[config.mk]
export PLATFORM = sky130hd
export DESIGN_NAME = bex_top
export DESIGN_NICKNAME = d
export VERILOG_FILES = /design/src/hdl/bex_pkg.sv /design/src/hdl/bex_top.sv
export VERILOG_INCLUDE_DIRS = /design/src /design/src/hdl
export SDC_FILE = /design/constraint.sdc
export NUM_CORES = 1
export LEC_CHECK = 0
export BUFFER_PORTS_ARGS = -buffer_cell sky130_fd_sc_hd__buf_4
export CAP_MARGIN = 0
export CELL_PAD_IN_SITES_DETAIL_PLACEMENT = 0
export CELL_PAD_IN_SITES_GLOBAL_PLACEMENT = 1
export CORE_ASPECT_RATIO = 0.5
export CORE_MARGIN = 2
export CORE_UTILIZATION = 43
export CTS_CLUSTER_SIZE = 28
export DETAILED_ROUTE_END_ITERATION = 16
export GPL_TIMING_DRIVEN = 0
export PLACE_DENSITY_LB_ADDON = 0.1
export SETUP_SLACK_MARGIN = 0.3
export SLEW_MARGIN = 25
export SYNTH_ARGS = -nofsm -noshare
export SYNTH_HDL_FRONTEND = slang
export SYNTH_SLANG_ARGS = --single-unit
[constraint.sdc]
create_clock -name pclk -period 5.9 [get_ports pclk]
set_input_delay 0.295 -clock pclk [delete_from_list [all_inputs] [get_ports pclk]]
set_output_delay 0.295 -clock pclk [all_outputs]
set_load 0.01 [all_outputs]
[src/hdl/bex_defines.svh]
// register offsets, field positions, reset values and timing counts of the bridge excitation block
`ifndef BEX_DEFINES_SVH
`define BEX_DEFINES_SVH

// ==========================================================
// register byte offsets (12-bit apb address)
`define BEX_ADDR_CTRL        12'h000
`define BEX_ADDR_HALF        12'h004
`define BEX_ADDR_STATUS      12'h008

// ==========================================================
// control register field positions
`define BEX_CTRL_PORT_SEL    0
`define BEX_CTRL_BIT_ZERO    1
`define BEX_CTRL_BIT_ONE     2
`define BEX_CTRL_ALT_MODE    3
`define BEX_CTRL_CHOP_EN     4

// ==========================================================
// status register field positions
`define BEX_STAT_PHASE       0
`define BEX_STAT_PHASE_N     1
`define BEX_STAT_DEAD        2

// ==========================================================
// reset values
`define BEX_CTRL_RESET       5'h00
`define BEX_HALF_RESET       16'h0100

// ==========================================================
// timing: dead interval between the two drive outputs, in master clock cycles
`define BEX_DEAD_CYCLES      1

`endif

[src/hdl/bex_pkg.sv]
// types shared by the bridge excitation block
package bex_pkg;

  // ========================================================
  // excitation phase sequencer states
  typedef enum logic [1:0] {
    BEX_NORMAL,
    BEX_DEAD_TO_REV,
    BEX_REVERSED,
    BEX_DEAD_TO_NORM
  } bex_phase_t;

endpackage

[src/hdl/bex_top.sv]
// bridge excitation drive and shared port pin control, with an apb register slave
//
// Overview of operation
// port select bit picks analog or digital pins
// positive shared pin follows port bit one
// negative shared pin follows port bit zero
// phase high is normal, low is reversed
// phase stays high unless alternating and chopping
// inverted phase toggles in anti-phase
// inverted phase stays low unless both enabled
// both low exactly one cycle per toggle
// reset returns all registers to power-on values
// drive outputs change only on clock edges (here the asynchronous reset also sets them)
//
// Design decisions made here: the APB register port and the address map.
`timescale 1ns/1ps
`default_nettype none
`include "bex_defines.svh"

module bex_top #(
  parameter int HALF_W = 16                         // width of the half-period count
) (
  // clock, reset and clock enable
  input  wire logic        pclk,
  input  wire logic        presetn,
  input  wire logic        ce,
  // apb slave
  input  wire logic        psel,
  input  wire logic        penable,
  input  wire logic        pwrite,
  input  wire logic [11:0] paddr,
  input  wire logic [31:0] pwdata,
  output logic             pready,
  output logic [31:0]      prdata,
  output logic             pslverr,
  // bridge excitation drive
  output logic             bridge_drive_phase,
  output logic             bridge_drive_phase_n,
  // shared secondary-input pins, digital side
  output logic             secondary_pos_or_port_one_pin_out,
  output logic             secondary_pos_or_port_one_pin_oe_n,
  output logic             secondary_neg_or_port_zero_pin_out,
  output logic             secondary_neg_or_port_zero_pin_oe_n
);
  import bex_pkg::*;

  // ========================================================
  // declarations
  logic              port_output_select;            // 1: shared pins are digital outputs
  logic              port_bit_one;                  // level for the positive shared pin
  logic              port_bit_zero;                 // level for the negative shared pin
  logic              alternating_drive_mode;        // ac excitation requested
  logic              chopping_enable;               // chopping requested
  logic [HALF_W-1:0] half_period;                   // cycles spent in each excitation phase
  logic [HALF_W-1:0] phase_cnt;                     // cycles spent so far in this phase
  bex_phase_t        phase_state;                   // sequencer state
  bex_phase_t        next_phase_state;              // sequencer next state
  logic              chop_on;                       // both enables set
  logic              phase_done;                    // half period elapsed
  logic              acc;                           // apb access phase, taken this cycle
  logic              wr;                            // write taking effect
  logic              addr_ok;                       // address hits a register
  logic [31:0]       next_prdata;                   // read mux
  logic              rd_ld;                         // read data loaded for this transfer

  // ========================================================
  // bus handshake
  // a frozen block must not take an access, so ready follows the enable;
  // a read also waits until its data flip-flop has been loaded
  assign pready = ce & (pwrite | rd_ld);
  assign acc    = psel & penable & ce;
  assign wr     = acc & pwrite;

  // address decode for the error answer; the read mux decodes paddr in its own case
  function automatic logic bex_hit(input logic [11:0] a);
    bex_hit = (a == `BEX_ADDR_CTRL) || (a == `BEX_ADDR_HALF) || (a == `BEX_ADDR_STATUS);
  endfunction

  assign addr_ok = bex_hit(paddr);
  assign pslverr = psel & penable & ~addr_ok;

  // ========================================================
  // control register
  // all mode bits come back to power-on values under reset
  always_ff @(posedge pclk or negedge presetn) begin
    if (!presetn) begin
      port_output_select     <= 1'b0;
      port_bit_zero          <= 1'b0;
      port_bit_one           <= 1'b0;
      alternating_drive_mode <= 1'b0;
      chopping_enable        <= 1'b0;
    end else if (wr && paddr == `BEX_ADDR_CTRL) begin
      port_output_select     <= pwdata[`BEX_CTRL_PORT_SEL];
      port_bit_zero          <= pwdata[`BEX_CTRL_BIT_ZERO];
      port_bit_one           <= pwdata[`BEX_CTRL_BIT_ONE];
      alternating_drive_mode <= pwdata[`BEX_CTRL_ALT_MODE];
      chopping_enable        <= pwdata[`BEX_CTRL_CHOP_EN];
    end
  end

  // ========================================================
  // half-period register
  always_ff @(posedge pclk or negedge presetn) begin
    if (!presetn) begin
      half_period <= HALF_W'(`BEX_HALF_RESET);
    end else if (wr && paddr == `BEX_ADDR_HALF) begin
      half_period <= pwdata[HALF_W-1:0];
    end
  end

  // ========================================================
  // read mux, loaded into prdata at the setup edge
  always_comb begin
    next_prdata = 32'h0000_0000;
    unique case (paddr)
      `BEX_ADDR_CTRL: begin
        next_prdata[`BEX_CTRL_PORT_SEL] = port_output_select;
        next_prdata[`BEX_CTRL_BIT_ZERO] = port_bit_zero;
        next_prdata[`BEX_CTRL_BIT_ONE]  = port_bit_one;
        next_prdata[`BEX_CTRL_ALT_MODE] = alternating_drive_mode;
        next_prdata[`BEX_CTRL_CHOP_EN]  = chopping_enable;
      end
      `BEX_ADDR_HALF: begin
        next_prdata[HALF_W-1:0] = half_period;
      end
      `BEX_ADDR_STATUS: begin
        next_prdata[`BEX_STAT_PHASE]   = bridge_drive_phase;
        next_prdata[`BEX_STAT_PHASE_N] = bridge_drive_phase_n;
        next_prdata[`BEX_STAT_DEAD]    = (phase_state == BEX_DEAD_TO_REV) ||
                                         (phase_state == BEX_DEAD_TO_NORM);
      end
      default: begin
        next_prdata = 32'h0000_0000;                // unmapped reads as zero
      end
    endcase
  end

  // read data is captured into a flip-flop at the setup edge, so it stands steady
  // through the whole access phase; a status bit may thus be one cycle old when taken
  always_ff @(posedge pclk or negedge presetn) begin
    if (!presetn) begin
      prdata <= 32'h0000_0000;
      rd_ld  <= 1'b0;
    end else if (ce) begin
      if (psel && !pwrite && !rd_ld) begin
        // setup edge, or the first enabled edge if the setup edge was frozen
        prdata <= next_prdata;
        rd_ld  <= 1'b1;
      end else if (!psel || (penable && pready)) begin
        rd_ld  <= 1'b0;                             // transfer over, arm for the next one
      end
    end
  end

  // ========================================================
  // excitation sequencer
  assign chop_on    = alternating_drive_mode & chopping_enable;
  // a zero half period is taken as one cycle so the sequencer cannot stall
  assign phase_done = (half_period == '0) || (phase_cnt >= half_period - HALF_W'(1));

  // next state: each toggle passes through one dead state
  always_comb begin
    next_phase_state = phase_state;
    unique case (phase_state)
      BEX_NORMAL: begin
        if (chop_on && phase_done) begin
          next_phase_state = BEX_DEAD_TO_REV;
        end
      end
      BEX_DEAD_TO_REV: begin
        // disabled mid-toggle: go straight back to the steady high
        next_phase_state = chop_on ? BEX_REVERSED : BEX_NORMAL;
      end
      BEX_REVERSED: begin
        // leaving reversed, even on disable, still needs the dead cycle
        if (!chop_on || phase_done) begin
          next_phase_state = BEX_DEAD_TO_NORM;
        end
      end
      BEX_DEAD_TO_NORM: begin
        next_phase_state = BEX_NORMAL;
      end
    endcase
  end

  // state register
  always_ff @(posedge pclk or negedge presetn) begin
    if (!presetn) begin
      phase_state <= BEX_NORMAL;
    end else if (ce) begin
      phase_state <= next_phase_state;
    end
  end

  // phase length counter, restarted on every state change
  always_ff @(posedge pclk or negedge presetn) begin
    if (!presetn) begin
      phase_cnt <= '0;
    end else if (ce) begin
      if (next_phase_state != phase_state || !chop_on) begin
        phase_cnt <= '0;
      end else if (!phase_done) begin
        phase_cnt <= phase_cnt + HALF_W'(1);
      end
    end
  end

  // drive outputs from flip-flops, so they only move on clock edges or on the asynchronous reset
  always_ff @(posedge pclk or negedge presetn) begin
    if (!presetn) begin
      bridge_drive_phase   <= 1'b1;
      bridge_drive_phase_n <= 1'b0;
    end else if (ce) begin
      // high only in normal; low in reversed and dead states
      bridge_drive_phase   <= (next_phase_state == BEX_NORMAL);
      // complement, except both low through the dead state
      bridge_drive_phase_n <= (next_phase_state == BEX_REVERSED);
    end
  end

  // ========================================================
  // shared pins: driven only when digital output use is selected
  // while released the pins belong to the analog input pair
  assign secondary_pos_or_port_one_pin_out    = port_bit_one;
  assign secondary_pos_or_port_one_pin_oe_n   = ~port_output_select;
  assign secondary_neg_or_port_zero_pin_out   = port_bit_zero;
  assign secondary_neg_or_port_zero_pin_oe_n  = ~port_output_select;

endmodule

`default_nettype wire

==> results.sh <==
export IMPL_status="completed"
export IMPL_yosysWarnings=0
export IMPL_grt_max_degree=59
export IMPL_slew_headroom_pct=45.6
export IMPL_area_delta_synth_final_pct=27.0
export IMPL_fin_crit_ps=3670
export IMPL_crit_type="flop to flop"
export IMPL_post_place_ws_ps=2260
export IMPL_use_met3_pct=5.58
export IMPL_holdBufCountCts=0
export IMPL_drt_wirelength_per_cell_um=15.6
export IMPL_worstMarginPinSlew_ps=806
export IMPL_yosys_top_cells_area="dfrtp_1, ha_1, mux2_2, nand2_1, buf_4"
export IMPL_cts_setup_buffers=0
export IMPL_routabilityCongestion=0.808
export IMPL_cap_violations=0
export IMPL_fp_coreArea_um2=7430
export IMPL_nets=490
export IMPL_r2r_worst_path_cells=14
export IMPL_fin_ws_ps=2230
export IMPL_final_cell_mix="buf_4, dfrtp_1, nand2_1"
export IMPL_final_common_cell="buf_4"
export IMPL_cts_root_buf="clkbuf_16"
export IMPL_p_leak_uw=0.00198
export IMPL_setup_violations=0
export IMPL_clock_fmax_ghz=0.272
export IMPL_critPathCaptureType="flop"
export IMPL_ys_types=52
export IMPL_hpwl_um=6060
export IMPL_drc=0
export IMPL_synth_flop_cell="dfrtp_1"
export IMPL_crit_arrival_ps=3910
export IMPL_setup_tns_final_ps=0
export IMPL_insertion_delay_ps=330
export IMPL_track_usage_pct=21.3
export IMPL_yosysTopAreaCell="dfrtp_1"
export IMPL_final_layout_size_suffix_gt1_share_pct=28.8
export IMPL_use_met2_pct=32.0
export IMPL_htreeDepth=3
export IMPL_port_buffers=55
export IMPL_cts_resized=0
export IMPL_r2r_slack_ps=2230
export IMPL_cts_tree="built"
export IMPL_synth_seq_cells=58
export IMPL_crit_required_ps=6140
export IMPL_ctsLongestPathBuffers=2
export IMPL_reg2reg_to="phase_cnt[10]"
export IMPL_async_flop_share_pct=100
export IMPL_clock_sinks=58
export IMPL_total_power_uw=1010
export IMPL_rsz0062_at_grt="false"
export IMPL_io_pins=90
export IMPL_syn_inst=341
export IMPL_die_w_um=129
export IMPL_dieHeight_um=66.3
export IMPL_finalClockSkew_ps=7.37
export IMPL_startpoint_type="flop"
export IMPL_initial_utilization_pct=45.0
export IMPL_totalWireLength_um=8180
export IMPL_first_global_vias=2729
export IMPL_drt_iter0_drc=269
export IMPL_grt_pass1_wl_um=13700
export IMPL_grt_remaining_overflow=0
export IMPL_n_antenna_cell=0
export IMPL_dieArea_um2=8540
export IMPL_timing_rr_start="half_period[0]"
export IMPL_ant_nets=0
export IMPL_syn_area_um2=3340
export IMPL_cts_buffers=9
export IMPL_post_route_period_util_pct=62.3
export IMPL_drt_first_pass_iters=4
export IMPL_whs_ps=26.8
export IMPL_num_vias=2713
export IMPL_finalHoldViolCount=0
export IMPL_rows=22
export IMPL_worst_hold_path_type="input port to asynchronous set/reset pin"
export IMPL_max_vdd_ir_drop_mv=0.138
export IMPL_path_clk_slew_ps=50
export IMPL_yosys_area_top_type_share_pct=41.9
export IMPL_antenna_found_initial=0
export IMPL_seq_area_frac_synth_pct=43.5
export IMPL_powerDensity_nw_per_um2=239
export IMPL_met1_usage_pct=30.2
export IMPL_avgViaCountPerCell=5.19
export IMPL_slew_viol_final=0
export IMPL_syn_area_per_cell_um2=9.80
export IMPL_top_usage_layer="met2"
export IMPL_synth_edf_count=0
export IMPL_worstPathMaxFanout=10
-- critical path, stage by stage (launching register included) --
cell       delay [ps]
dfrtp_1           380
inv_1             150
ha_1              230
or4b_1            430
buf_2             170
nor3_1            230
xnor2_1           160
ha_1              280
a21o_1            180
a2111oi_0         460
o21ai_2           180
nor2_2            210
nand2_2           120
buf_6             210
a21oi_1           180
-- per-stage QoR --
| step | utilization (%) | cell area [µm²] | std cells |
|---|---|---|---|
| 2_1_floorplan | - | 3400 | 356 |
| 3_3_place_gp | 52.9 | 3930 | 507 |
| 3_5_place_dp | 53.0 | 3940 | 507 |
| 4_1_cts | 57.1 | 4240 | 523 |
| 5_1_grt | 57.1 | 4240 | 523 |
| 6_report | 57.1 | 4240 | 523 |
-- power by group --
group	switching, µW	total, µW	internal [µW]
combinational	39.7	78.1	38.4
sequential	5.69	412	407
clock	186	523	338
total	231	1010	782
-- registers in the layout, indices dropped and copies added, names as in the netlist --
name / count
rd_ld: 1
alternating_drive_mode: 1
chopping_enable: 1
half_period: 16
secondary_neg_or_port_zero_pin_out: 1
prdata: 16
bridge_drive_phase_n: 1
phase_state: 2
bridge_drive_phase: 1
port_output_select: 1
secondary_pos_or_port_one_pin_out: 1
phase_cnt: 16
-- layer usage --
metal,wire length (µm),vias up,part of all wire [%]
met5,0,-,0
met4,30,0,0.37
met3,492,4,6.0
met2,3500,71,43
met1,4160,1295,51
li1,-,1343,-
-- synth_stat cells (2+ instances only) --
| cell type | count |
|---|---|
| dfrtp_1 | 56 |
| nand2_1 | 41 |
| o21ai_0 | 22 |
| nor2_1 | 21 |
| mux2_2 | 19 |
| buf_4 | 18 |
| ha_1 | 18 |
| a21oi_1 | 16 |
| xnor2_1 | 15 |
| xor2_1 | 10 |
| nor3_1 | 9 |
| clkbuf_1 | 8 |
| inv_1 | 8 |
| nand3_1 | 8 |
| nor4_1 | 7 |
| mux2i_1 | 5 |
| nand4_1 | 5 |
| a31oi_1 | 4 |
| and3_1 | 3 |
| and4_1 | 3 |
| buf_2 | 3 |
| nand2b_1 | 3 |
| o21a_1 | 3 |
| a221oi_1 | 2 |
| dfstp_2 | 2 |
| o221ai_1 | 2 |
| o22ai_1 | 2 |
| o2bb2ai_1 | 2 |
| o41ai_1 | 2 |
| or4b_1 | 2 |
-- worst max path at each step --
| stage | from | cells past startpoint | slack [ps] | end |
|---|---|---|---|---|
| final | half_period[0] | 14 | 2230 | phase_cnt[10] |
| after global routing | half_period[6] | 12 | 1940 | phase_cnt[10] |
| after CTS | half_period[0] | 14 | 2220 | phase_cnt[10] |
| after detailed placement | half_period[0] | 14 | 2260 | phase_cnt[10] |
| after global placement | half_period[7] | 12 | 2300 | phase_cnt[13] |
| after floorplan | half_period[7] | 10 | 2540 | bridge_drive_phase_n |
-- logic make-up (layout without fill, tap and decap cells) --
group                      after synthesis  after routing  synth area share (%)
adders and majority gates               18             18                  6.74
AOI/OAI and AO/OA                       62             62                  11.4
muxes                                   24             24                  7.90
xor gates and xnor gates                25             25                  6.55
other                                    1             16                 0.112
buffers and inverters                   39            110                  6.74
and+or+nand+nor                        114            114                  17.1
DFF                                     58             58                  43.5
-- layout make-up --
class	count	area, µm²
Buffer	30	191
Multi-Input combinational cell	259	1730
Sequential cell	58	1450
Tap cell	96	120
Clock inverter	6	66.3
Fill cell	654	3190
Clock buffer	10	239
Inverter	9	33.8
Timing Repair Buffer	55	413
No activity file was read; power rests on OpenSTA's default activity.
